===== src/wcrc_consts.svh =====
`ifndef WCRC_CONSTS_SVH
`define WCRC_CONSTS_SVH

// ------------------------------------------------------------------
// Checksum tree
// ------------------------------------------------------------------
`define CRC_WIDTH        8
`define CRC_POLY         8'h07
`define CRC_INIT         8'h00
`define TREE_BITS        72

// ------------------------------------------------------------------
// Frame layout
// ------------------------------------------------------------------
`define DQ_LANES         16
`define BEAT_BITS        18
`define LANE_MASK_LO     16
`define LANE_MASK_HI     17
`define MASK_TREE_BASE   64
`define FRAME_BEATS      10
`define DATA_BEATS       8
`define CHOP_BEATS       4
`define CRC_BEAT_LO      8
`define CRC_BEAT_HI      9
`define LAST_BEAT_CRC    4'h9
`define LAST_BEAT_PLAIN  4'h7
`define SLOT_BITS        128
`define SLOT_BYTES       16

// ------------------------------------------------------------------
// Timing
// ------------------------------------------------------------------
`define ALERT_PULSE_CYC  4'h6

`endif


===== src/wcrc_pkg.sv =====
`default_nettype none

package wcrc_pkg;
  `include "wcrc_consts.svh"

  // Device data width
  typedef enum logic [1:0] {
    WIDTH_X4  = 2'h0,
    WIDTH_X8  = 2'h1,
    WIDTH_X16 = 2'h2
  } width_t;

  typedef logic [`BEAT_BITS-1:0]                beat_t;
  typedef beat_t [`FRAME_BEATS-1:0]             frame_t;

  // Serial division, bit 71 first, zero start remainder
  function automatic logic [`CRC_WIDTH-1:0] crc8_72(input logic [`TREE_BITS-1:0] d);
    logic [`CRC_WIDTH-1:0] c;
    logic                  fb;
    c  = `CRC_INIT;
    fb = 1'b0;
    for (int i = `TREE_BITS - 1; i >= 0; i--)
    begin
      fb = c[`CRC_WIDTH-1] ^ d[i];
      c  = {c[`CRC_WIDTH-2:0], 1'b0} ^ (fb ? `CRC_POLY : 8'h00);
    end
    return c;
  endfunction : crc8_72

  // Tree input from the raw beats of one byte half; absent lanes are ones
  function automatic logic [`TREE_BITS-1:0] tree_in(input frame_t f, input width_t w,
                                                   input logic up);
    logic [`TREE_BITS-1:0] d;
    d = '1;
    for (int k = 0; k < `DATA_BEATS; k++)
    begin
      for (int n = 0; n < 8; n++)
        d[8*n+k] = (w == WIDTH_X4 && n > 3) ? 1'b1 : f[k][n + (up ? 8 : 0)];
      d[`MASK_TREE_BASE+k] = (w == WIDTH_X4) ? 1'b1
                           : f[k][up ? `LANE_MASK_HI : `LANE_MASK_LO];
    end
    return d;
  endfunction : tree_in

  // Checksum as carried in beats 8 and 9
  function automatic logic [`CRC_WIDTH-1:0] rx_crc(input frame_t f, input width_t w,
                                                  input logic up);
    logic [`CRC_WIDTH-1:0] c;
    if (w == WIDTH_X4)
      c = {f[`CRC_BEAT_HI][3:0], f[`CRC_BEAT_LO][3:0]};
    else
      c = up ? f[`CRC_BEAT_LO][15:8] : f[`CRC_BEAT_LO][7:0];
    return c;
  endfunction : rx_crc

endpackage : wcrc_pkg

`default_nettype wire


===== src/wcrc_link_if.sv =====
`default_nettype none

// Write link between controller and memory device, one clock
interface wcrc_link_if;
  import wcrc_pkg::*;

  logic  wr_cmd;      // Write command pulse
  logic  cmd_chop;    // Four-beat chopped burst
  logic  cmd_a2;      // Column bit 2, picks the half a chopped burst carries
  logic  beat_valid;  // One transfer on the lanes
  beat_t beat;        // Data lanes plus mask/inversion lanes
  logic  alert_n;     // Checksum error, active low

  modport ctrl (output wr_cmd, output cmd_chop, output cmd_a2,
                output beat_valid, output beat, input alert_n);
  modport dev  (input wr_cmd, input cmd_chop, input cmd_a2,
                input beat_valid, input beat, output alert_n);
endinterface : wcrc_link_if

`default_nettype wire


===== src/wcrc_device_end.sv =====
`default_nettype none

`include "wcrc_consts.svh"

// Contract
// - Checksum over raw lanes, before inversion undo
// - Undo byte inversion before storing data
// - Masking plus checksum: bad burst is dropped
// - Controller avoids register/per-device ops meanwhile
// - Generator polynomial x^8 + x^2 + x + 1
// - 72 inputs, bit 71 first, zero start
// - Each checksum bit is XOR of subset
// - Catch single, double, odd, column errors
// - Fixed eight-beat order, low column bits zero
// - Four-lane width: checksum split over beats 8,9
// - Eight-lane: beat 8 checksum, beat 9 ones
// - Sixteen-lane: two independent byte-half checksums
// - Chopped burst: column bit 2 picks half
// - Mismatch drives the alert output
// - Unused mask/inversion lane is driven ones
// - Chopped high half feeds tree inputs 3:0

// Device end: receives write frames, checks them, hands data to the array
module wcrc_device_end
  import wcrc_pkg::*;
(
  input  wire logic                    i_clk,
  input  wire logic                    i_srst,
  input  wire logic                    i_crc_en,
  input  wire logic                    i_mask_en,
  input  wire logic                    i_inv_en,
  input  wire width_t                  i_width,
  output logic                         o_wr_valid,
  output logic [`SLOT_BITS-1:0]        o_wr_data,
  output logic [`SLOT_BYTES-1:0]       o_wr_byte_en,
  output logic                         o_crc_err,
  output logic [2*`CRC_WIDTH-1:0]      o_computed_checksum,
  wcrc_link_if.dev                     link
);

  // ------------------------------------------------------------------
  // States
  // ------------------------------------------------------------------
  // Sequence idle -> receive -> check -> idle; one bit changes per step except check -> idle
  typedef enum logic [1:0] {
    D_IDLE  = 2'b00,
    D_RECV  = 2'b01,
    D_CHECK = 2'b11
  } dstate_t;

  dstate_t              state_q;
  logic [3:0]           cnt_q;
  frame_t               frame_q;
  logic                 chop_q;
  logic                 a2_q;
  logic [3:0]           alert_cnt_q;

  // ------------------------------------------------------------------
  // Checksum compare
  // ------------------------------------------------------------------
  // The tree sees the frame exactly as it crossed the lanes, inversion
  // flags and all, so the controller can build it without undoing anything
  wire  [3:0]              last_w    = i_crc_en ? `LAST_BEAT_CRC : `LAST_BEAT_PLAIN;
  wire  [`TREE_BITS-1:0]   tree_lo_w = tree_in(frame_q, i_width, 1'b0);
  wire  [`TREE_BITS-1:0]   tree_hi_w = tree_in(frame_q, i_width, 1'b1);
  wire  [`CRC_WIDTH-1:0]   calc_lo_w = crc8_72(tree_lo_w);
  wire  [`CRC_WIDTH-1:0]   calc_hi_w = crc8_72(tree_hi_w);
  wire  [`CRC_WIDTH-1:0]   recv_lo_w = rx_crc(frame_q, i_width, 1'b0);
  wire  [`CRC_WIDTH-1:0]   recv_hi_w = rx_crc(frame_q, i_width, 1'b1);
  // Whole-byte compare: any flipped bit that changes the remainder fails
  wire                     bad_lo_w  = (calc_lo_w != recv_lo_w);
  wire                     bad_hi_w  = (i_width == WIDTH_X16) && (calc_hi_w != recv_hi_w);
  wire                     crc_bad_w = i_crc_en && (bad_lo_w || bad_hi_w);
  // Without masking the array takes the burst anyway; the controller
  // must rewrite bad data itself in that mode
  wire                     drop_w    = crc_bad_w && i_mask_en;

  // ------------------------------------------------------------------
  // Data recovery
  // ------------------------------------------------------------------
  logic [`SLOT_BITS-1:0]   data_d;
  logic [`SLOT_BYTES-1:0]  ben_d;

  // Slot placement, inversion undo and mask decode per byte
  always_comb
  begin
    logic [7:0] byt;
    logic       lane;
    logic       inv;
    logic       masked;
    int         s;
    byt    = 8'h00;
    lane   = 1'b1;
    inv    = 1'b0;
    masked = 1'b0;
    s      = 0;
    data_d = '0;
    ben_d  = '0;
    for (int k = 0; k < `DATA_BEATS; k++)
    begin
      // Chopped bursts carry only beats 0..3; column bit 2 says which half
      if (!(chop_q && k >= `CHOP_BEATS))
      begin
        s = (chop_q && a2_q) ? k + `CHOP_BEATS : k;
        for (int b = 0; b < 2; b++)
        begin
          byt    = frame_q[k][8*b +: 8];
          lane   = frame_q[k][`LANE_MASK_LO+b];
          // Masking wins if both are set; the pair is not a legal mode
          masked = i_mask_en && !lane;
          inv    = i_inv_en && !i_mask_en && !lane;
          data_d[s*16+8*b +: 8] = inv ? ~byt : byt;
          ben_d[s*2+b]          = !masked && (b == 0 || i_width == WIDTH_X16);
        end
      end
    end
  end

  // ------------------------------------------------------------------
  // Frame receiver
  // ------------------------------------------------------------------
  // A command during receive or check is ignored; spacing relies on requests waiting for the controller's o_ready
  always_ff @(posedge i_clk)
  begin
    if (i_srst)
    begin
      state_q <= D_IDLE;
      cnt_q   <= 4'h0;
      chop_q  <= 1'b0;
      a2_q    <= 1'b0;
      frame_q <= '1;
    end
    else
    begin
      unique case (state_q)
        D_IDLE:
        begin
          if (link.wr_cmd)
          begin
            state_q <= D_RECV;
            cnt_q   <= 4'h0;
            chop_q  <= link.cmd_chop;
            a2_q    <= link.cmd_chop & link.cmd_a2;
            frame_q <= '1;
          end
        end
        D_RECV:
        begin
          if (link.beat_valid)
          begin
            frame_q[cnt_q] <= link.beat;
            cnt_q          <= cnt_q + 4'h1;
            if (cnt_q == last_w)
              state_q <= D_CHECK;
          end
        end
        D_CHECK:
        begin
          state_q <= D_IDLE;
        end
      endcase
    end
  end

  // ------------------------------------------------------------------
  // Array hand-off
  // ------------------------------------------------------------------
  // All writes leave after the check; one cycle of latency buys a single
  // path whether or not masking is on
  always_ff @(posedge i_clk)
  begin
    if (i_srst)
    begin
      o_wr_valid          <= 1'b0;
      o_wr_data           <= '0;
      o_wr_byte_en        <= '0;
      o_crc_err           <= 1'b0;
      o_computed_checksum <= '0;
    end
    else
    begin
      o_wr_valid <= 1'b0;
      o_crc_err  <= 1'b0;
      if (state_q == D_CHECK)
      begin
        o_wr_valid          <= !drop_w;
        o_wr_data           <= data_d;
        o_wr_byte_en        <= ben_d;
        o_crc_err           <= crc_bad_w;
        o_computed_checksum <= {calc_hi_w, calc_lo_w};
      end
    end
  end

  // ------------------------------------------------------------------
  // Alert pin
  // ------------------------------------------------------------------
  // Fixed-width low pulse; a new error restarts it
  always_ff @(posedge i_clk)
  begin
    if (i_srst)
    begin
      alert_cnt_q  <= 4'h0;
      link.alert_n <= 1'b1;
    end
    else if (state_q == D_CHECK && crc_bad_w)
    begin
      alert_cnt_q  <= `ALERT_PULSE_CYC - 4'h1;
      link.alert_n <= 1'b0;
    end
    else if (alert_cnt_q != 4'h0)
    begin
      alert_cnt_q  <= alert_cnt_q - 4'h1;
      link.alert_n <= 1'b0;
    end
    else
    begin
      link.alert_n <= 1'b1;
    end
  end

endmodule : wcrc_device_end

`default_nettype wire


===== src/flat_wrapper.sv =====
// flat-port wrapper written by rule: the top's interface ports become plain ports
module wcrc_device_end_flat import wcrc_pkg::*;
  (i_clk, i_srst, i_crc_en, i_mask_en, i_inv_en, i_width, o_wr_valid, o_wr_data, o_wr_byte_en, o_crc_err, o_computed_checksum, link_wr_cmd, link_cmd_chop, link_cmd_a2, link_beat_valid, link_beat, link_alert_n);
  wcrc_link_if link_i ();
  input  wire logic i_clk;
  input  wire logic i_srst;
  input  wire logic i_crc_en;
  input  wire logic i_mask_en;
  input  wire logic i_inv_en;
  input  wire width_t i_width;
  output logic o_wr_valid;
  output logic [`SLOT_BITS-1:0] o_wr_data;
  output logic [`SLOT_BYTES-1:0] o_wr_byte_en;
  output logic o_crc_err;
  output logic [2*`CRC_WIDTH-1:0] o_computed_checksum;
  input wire logic [$bits(link_i.wr_cmd)-1:0] link_wr_cmd;
  input wire logic [$bits(link_i.cmd_chop)-1:0] link_cmd_chop;
  input wire logic [$bits(link_i.cmd_a2)-1:0] link_cmd_a2;
  input wire logic [$bits(link_i.beat_valid)-1:0] link_beat_valid;
  input wire logic [$bits(link_i.beat)-1:0] link_beat;
  output wire logic [$bits(link_i.alert_n)-1:0] link_alert_n;
  assign link_i.wr_cmd = link_wr_cmd;
  assign link_i.cmd_chop = link_cmd_chop;
  assign link_i.cmd_a2 = link_cmd_a2;
  assign link_i.beat_valid = link_beat_valid;
  assign link_i.beat = link_beat;
  assign link_alert_n = link_i.alert_n;
  wcrc_device_end u_core (.i_clk(i_clk), .i_srst(i_srst), .i_crc_en(i_crc_en), .i_mask_en(i_mask_en), .i_inv_en(i_inv_en), .i_width(i_width), .o_wr_valid(o_wr_valid), .o_wr_data(o_wr_data), .o_wr_byte_en(o_wr_byte_en), .o_crc_err(o_crc_err), .o_computed_checksum(o_computed_checksum), .link(link_i));
endmodule

===== config.mk =====
export PLATFORM = sky130hd
export DESIGN_NAME = wcrc_device_end_flat
export DESIGN_NICKNAME = d
export VERILOG_FILES = /design/src/wcrc_pkg.sv /design/src/wcrc_link_if.sv /design/src/wcrc_device_end.sv /design/src/flat_wrapper.sv
export VERILOG_INCLUDE_DIRS = /design/src
export SDC_FILE = /design/constraint.sdc
export NUM_CORES = 1
export LEC_CHECK = 0
export BUFFER_PORTS_ARGS = -buffer_cell sky130_fd_sc_hd__clkbuf_2
export CAP_MARGIN = 5
export CORE_AREA = 2 2 238 240
export CTS_CLUSTER_SIZE = 16
export DETAILED_ROUTE_END_ITERATION = 12
export DIE_AREA = 0 0 240 242
export SLEW_MARGIN = 20
export SYNTH_ARGS = -nofsm -noshare
export SYNTH_HDL_FRONTEND = slang
export SYNTH_SLANG_ARGS = --single-unit

===== constraint.sdc =====
create_clock -name i_clk -period 13 [get_ports i_clk]
set_input_delay 1.95 -clock i_clk [delete_from_list [all_inputs] [get_ports i_clk]]
set_output_delay 1.95 -clock i_clk [all_outputs]
set_load 0.05 [all_outputs]

### Yosys cells after proc, flatten, opt, wreduce, memory -nomap -nowiden

Cells that the tools add are included.

| word-level totals | value |
|---|---|
| register bits | 355 |
| bits of input ports | 29 |
| output and inout bits | 163 |
| word-level logic and storage cells | 881 |

| operators by class | value |
|---|---|
| $add $sub $neg | 34 |
| order comparisons | 34 |
| equality and inequality tests | 9 |
| shifts and indexed selects | 32 |
| mux-type cells | 338 |
| bitwise operators | 304 |
| reductions and logical operators | 108 |

Operators with widths:

| cell | number |
|---|---|
| $shift A8 B33 Y128 const A | 16 |
| $shiftx A8 B33 Y128 | 16 |
| $bwmux W128 | 15 |
| $xor A8 B8 Y8 | 142 |
| $neg A32 Y33 | 16 |
| $ge A32 B1 Y1 const B | 16 |
| $lt A32 B6 Y1 const B | 16 |
| $mux W128 | 4 |
| $mux W3 | 150 |
| $mux W180 | 2 |
| $pmux W180 S2 | 1 |
| $add A32 B2 Y32 const B | 8 |
| $add A32 B5 Y32 const B | 8 |
| $bwmux W16 | 15 |
| $bwmux W180 | 1 |
| $mux W8 | 18 |
| $xor A1 B1 Y1 | 140 |
| $and A128 B128 Y128 | 1 |
| $not A8 Y8 | 16 |
| $mux W1 | 98 |
| $demux W18 S4 | 1 |
| $mux W16 | 4 |
| $logic_and A1 B1 Y1 | 63 |
| $logic_not A1 Y1 | 34 |
| 28 further kinds | 58 |

### Depth between registers and ports, before layout

| depth | value |
|---|---|
| word-level depth | 221 |
| mapped depth | 16 |
| mapped depth without buffers | 15 |

### Least setup slack after synthesis

OpenSTA, ideal clock, no wires.

| timing path | value |
|---|---|
| path kind | in2reg |
| start | input port i_width[1] |
| end | register u_core.alert_cnt_q[0] |
| setup time | 0.116 ns |
| data arrival time | 5.917 ns |
| data required time | 12.884 ns |
| slack | 6.967 ns |
| stages on the path | 15 |
| buffers on the path | 3 |
| cell sequence | nor2_1 -> clkbuf_1 -> clkbuf_1 -> clkbuf_1 -> nor2_1 -> xnor2_1 -> xnor3_1 -> xnor2_1 -> xnor3_1 -> xnor3_1 -> xor2_1 -> nand2_1 -> nor4_1 -> o21bai_4 -> a31o_2 |

| between the ends | value |
|---|---|
| longest elaborated chain between the ends | 103 |
| elaborated cells between the ends (all ways) | 520 |
| classes of those cells | eq/ne (3); mux (227); bitwise (284); reduce/logical (6) |

Ends and longest elaborated chain:

| item | line | text |
|---|---|---|
| start, declared | flat_wrapper.sv:10 | `input wire width_t i_width;` |
| $logic_not A2 Y1 | wcrc_pkg.sv:38, wcrc_pkg.sv:39, wcrc_pkg.sv:49 |  |
| $mux W1 | wcrc_pkg.sv:39 | `` d[`MASK_TREE_BASE+k] = (w == WIDTH_X4) ? 1'b1 `` |
| $xor A1 B1 Y1 | wcrc_pkg.sv:24 | `` fb = c[`CRC_WIDTH-1] ^ d[i]; `` |
| $mux W3 | wcrc_pkg.sv:25 | `` c = {c[`CRC_WIDTH-2:0], 1'b0} ^ (fb ? `CRC_POLY : 8'h00); `` |
| $xor A8 B8 Y8 (6 in series) | wcrc_pkg.sv:25 |  |
| $xor A1 B1 Y1 / $xor A8 B8 Y8 (equally long branches) | wcrc_pkg.sv:24, wcrc_pkg.sv:25 |  |
| $mux W3, or another cell as far along | wcrc_pkg.sv:25 |  |
| $xor A8 B8 Y8, or another cell as far along | wcrc_pkg.sv:25 |  |
| (+82 left out) | -- |  |
| $mux W3 / $xor A8 B8 Y8 (equally long branches) | wcrc_pkg.sv:25 |  |
| $xor A8 B8 Y8 | wcrc_pkg.sv:25 |  |
| $ne A8 B8 Y1 | wcrc_device_end.sv:72 | `wire bad_hi_w = (i_width == WIDTH_X16) && (calc_hi_w != recv_hi_w);` |
| $logic_and A1 B1 Y1 | wcrc_device_end.sv:72 |  |
| $logic_or A1 B1 Y1 (*) | wcrc_device_end.sv:73 | `wire crc_bad_w = i_crc_en && (bad_lo_w \|\| bad_hi_w);` |
| $logic_and A1 B1 Y1 (*) | wcrc_device_end.sv:73 |  |
| $logic_and A1 B1 Y1 (*) | wcrc_device_end.sv:206 | `else if (state_q == D_CHECK && crc_bad_w)` |
| $mux W3 / $reduce_bool A2 Y1 (equally long branches) | -- |  |
| end signal, assigned | wcrc_device_end.sv:208 | `` alert_cnt_q <= `ALERT_PULSE_CYC - 4'h1; `` |
| end signal, assigned | wcrc_device_end.sv:213 | `alert_cnt_q <= alert_cnt_q - 4'h1;` |
| end, declared | wcrc_device_end.sv:56 | `logic [3:0] alert_cnt_q;` |

Every way passes the cells marked *; elsewhere a longest branch is shown, timed or not.
A chain may end at the register's enable or synchronous reset.

### Final worst setup path

| timing path | value |
|---|---|
| start | input port i_width[1] |
| end | register u_core.o_wr_valid |

| between the ends | value |
|---|---|
| longest elaborated chain between the ends | 103 |
| elaborated cells between the ends (all ways) | 519 |
| classes of those cells | eq/ne (3); mux (226); bitwise (284); reduce/logical (6) |

Ends and longest elaborated chain:

| item | line | text |
|---|---|---|
| $logic_not A2 Y1 | wcrc_pkg.sv:38, wcrc_pkg.sv:39, wcrc_pkg.sv:49 |  |
| $mux W1 | wcrc_pkg.sv:39 |  |
| $xor A1 B1 Y1 | wcrc_pkg.sv:24 |  |
| $mux W3 | wcrc_pkg.sv:25 |  |
| $xor A8 B8 Y8 (6 in series) | wcrc_pkg.sv:25 |  |
| $xor A1 B1 Y1 / $xor A8 B8 Y8 (equally long branches) | wcrc_pkg.sv:24, wcrc_pkg.sv:25 |  |
| $mux W3, or another cell as far along | wcrc_pkg.sv:25 |  |
| $xor A8 B8 Y8, or another cell as far along | wcrc_pkg.sv:25 |  |
| (+82 left out) | -- |  |
| $mux W3 / $xor A8 B8 Y8 (equally long branches) | wcrc_pkg.sv:25 |  |
| $xor A8 B8 Y8 | wcrc_pkg.sv:25 |  |
| $ne A8 B8 Y1 | wcrc_device_end.sv:72 |  |
| $logic_and A1 B1 Y1 | wcrc_device_end.sv:72 |  |
| $logic_or A1 B1 Y1 (*) | wcrc_device_end.sv:73 |  |
| $logic_and A1 B1 Y1 (*) | wcrc_device_end.sv:73 |  |
| $logic_and A1 B1 Y1 (*) | wcrc_device_end.sv:76 | `wire drop_w = crc_bad_w && i_mask_en;` |
| $logic_not A1 Y1 (*) | wcrc_device_end.sv:186 | `o_wr_valid <= !drop_w;` |
| end signal, assigned | wcrc_device_end.sv:186 |  |
| end, declared | wcrc_device_end.sv:33 | `output logic o_wr_valid,` |

Marks and branches as above.

==> impl_results.md <==
- Status: complete, no violations
- P&R area growth vs syn: 15.8%
- Mux cell area share after synthesis: less than 1%
- Crit path max-delay family: XOR/XNOR gates
- First-pass GRT wire length: 96,400 um
- Most frequent cells in the layout: dfxtp_1 (338), xnor2_1 (259), nor2_1 (198)
- Area contributors post-synth: dfxtp_1 (35%), xnor3_1 (12%), xnor2_1 (12%), a221o_1 (8.1%), xor2_1 (5.9%)
- CTS Sinks: 339
- WL/cell: 23.1 um
- Commonest non-fill, non-tap cell in the layout: dfxtp_1
- Slowest CP cell: or2_2
- Routed vias: 15,100
- TritonCTS clock tree: yes
- Asr flop ratio synth: 0%
- Total wire length: 65,200 um
- CTS Buf Count: between 40 and 50
- Mapped Area: 0.0192 mm^2
- Setup_tns: 0 ps
- Simple-gate share of the synthesized area: 8.93%
- WHS: 452 ps
- Synth Area in Adders: 0.325%
- Non-Filler Instances: approximately 2,800
- IO Port Bufs: 191
- Die Y: 242 um
- Full die area: 0.0581 mm^2
- Residual DRC: 0
- Io pins: roughly 190
- Dpl hpwl: 47,500 um
- Placed standard-cell area: just over 0.02 mm^2
- Vias/cell: 5.37
- Vias in the first global route: approximately 14,000
- Overflow after GRT: 0
- Final Wtd Congestion: 0.930
- CTS root buffer: clkbuf_16
- Critical Path Max Stage Delay: about 500 ps
- FILL cells: around 5,500
- Max-cap violations: 0
- Cells after Synth: 1,933
- Number of flops mapped to enable cells by yosys: 0
- Initial antenna violation count: 0
- Htree depth: 2
- Critical path class: primary input to flop
- Initial DRC Count: ~1,400
- Antenna Nets Post-Route: 0
- Flops & latches, synth: 339
- Main flop type after synthesis: dfxtp_1
- Largest net degree at the start of global routing: 154
- Synth Area in Compound Gates: 19.1%
- CP endpoint kind: flop
- Die width: 240 um
- GRT Overall Usage: 21.9%
- RSZ-0062 raised after global routing: false
- CTS resizes: 0
- Worst slew margin: 25.2%
- FP Rows: between 80 and 90
- Startpoint Class: primary input
- Final Hold Vio Count: 0
- Total Nets Final: ~2,100
- Starting Density: 34.5%
- Buffers plus inverters on the worst setup path: 1
- Post-synth top area share: 35.3%
- Library cells used by synthesis: 50
- Post-Syn Area per Cell: 9.95 um^2
- Worst EP arrival: 6780 ps
- Number of post-CTS setup repair buffers: 0
- Layout Skew: 23.4 ps
- Period utilisation layout: 48.5%
- Clk_lat worst skew: 580 ps
- Largest family of logic cells by synthesized area: XOR/XNOR gates
- Yosys warnings: 0
- Crit path max fanout: 21
- Core area: 0.0557 mm^2
- Least-Margin Pin Slew: 1120 ps
- Final Max Slew Viols: 0
- # setup viols final: 0
- Post-synth top area cell: dfxtp_1
- Max Fclk: 0.159 GHz
- XOR/XNOR Fraction of Synth Area: roughly 32%
- Cells along the critical path: clkbuf_2 > or2_2 > and2_1 > mux2i_1 > xor2_1 > xnor2_1 > xnor3_1 > xor3_1 > xnor3_1 > xnor2_1 > xnor2_1 > xnor3_1 > mux2i_1 > nor4_1 > o21bai_4 > a311oi_1
- Sequential fraction of the synthesis area: 35.3%
- Post-CTS Hold Fix Bufs: 0
- Clock Tree Buf Depth: 3
- Syn_nets: 1,967
- Inserted Diodes: 0
- Design Area, Final: about 0.022 mm^2
- Layout cells sized above 1: roughly 15%
- Worst Hold Class: flop to flop
- CP Data Required Time: 13,480 ps
- Drt first pass iters: 5
- Placed instance count: 2,745
- CTS clock-pin slew for the worst setup and hold paths: 60 ps
- Min Tclk post-route: approximately 6300 ps
==> registers in the layout, indices dropped and copies added, names as in the netlist, 2 cells and up <==
register and count:
u_core.o_computed_checksum 16, u_core.state_q 2, u_core.o_wr_data 128, u_core.frame_q 164, u_core.o_wr_byte_en 16, u_core.alert_cnt_q 4, u_core.cnt_q 4
==> per-stage QoR <==
step	setup slack, ps	util (%)
3_3_place_gp	6450	37.3
5_1_grt	6470	40.0
3_5_place_dp	6190	37.3
2_1_floorplan	6970	-
4_1_cts	6790	39.9
6_report	6690	40.0
==> layer usage <==
metal,track usage (%),wire length (um),vias to the layer above
met5,0,0,-
li1,-,-,7080
met1,32.1,30600,7359
met2,31.8,27500,620
met3,5.10,5420,86
met4,6.65,1670,0
==> Yosys cell counts, types with 4 or more instances <==
master,instances
a211o_1,59
a211oi_1,9
a21oi_1,167
a221o_1,156
a22oi_1,62
a31oi_1,5
and2_1,15
buf_1,8
buf_2,6
clkbuf_1,147
dfxtp_1,339
ha_1,5
inv_1,4
mux2i_1,18
nand2_1,126
nand2b_1,13
nand3_1,7
nor2_1,203
nor2b_1,16
nor3_1,13
o21ai_0,5
o22ai_1,10
xnor2_1,259
xnor3_1,101
xor2_1,129
xor3_1,15
==> worst reg2reg max path, stage by stage, from the launching register on <==
cell and delay [ps]:
dfxtp_1 500, xor3_2 550, xor2_1 230, xnor3_1 510, xnor2_2 360, xnor3_1 410, nor2_1 230, xnor3_1 530
xor3_1 300, xor2_1 300, xnor3_1 450, or3_1 380, a211o_1 240, or4_1 560, o21bai_4 250, a311oi_1 310
==> final cells by class <==
| cell class | instances | area [um^2] | share of cell area (%) |
|---|---|---|---|
| Tap cell | 756 | 946 | 4.25 |
| Clock inverter | 16 | 241 | 1.08 |
| Multi-Input combinational cell | 1427 | 11900 | 53.3 |
| Timing Repair Buffer | 218 | 1170 | 5.25 |
| Clock buffer | 59 | 1230 | 5.54 |
| Sequential cell | 339 | 6790 | 30.5 |
| Inverter | 5 | 20.0 | 0.0899 |
==> path summary, 6_finish.rpt <==
check / slack [ps] / end / startpoint / cells after the start
worst min-delay path: 450 / u_core.o_wr_data[85] / u_core.o_wr_data[85] / 2
worst max register to register: 6820 / u_core.o_wr_valid / u_core.frame_q[106] / 15
worst max-delay path: 6690 / u_core.o_wr_valid / i_width[1] / 16
worst min register to register: 450 / u_core.o_wr_data[85] / u_core.o_wr_data[85] / 2
==> kinds of logic after synthesis <==
family,count (synthesis)
DFF,339
muxes,19
xor gates and xnor gates,510
adders and majority gates,5
AOI/OAI and AO/OA,484
buffers and inverters,167
and+or+nand+nor,409
Power is left out: the tool's default activity adds up to more than one toggle a clock period on the data nets, which glitch-free logic cannot reach.
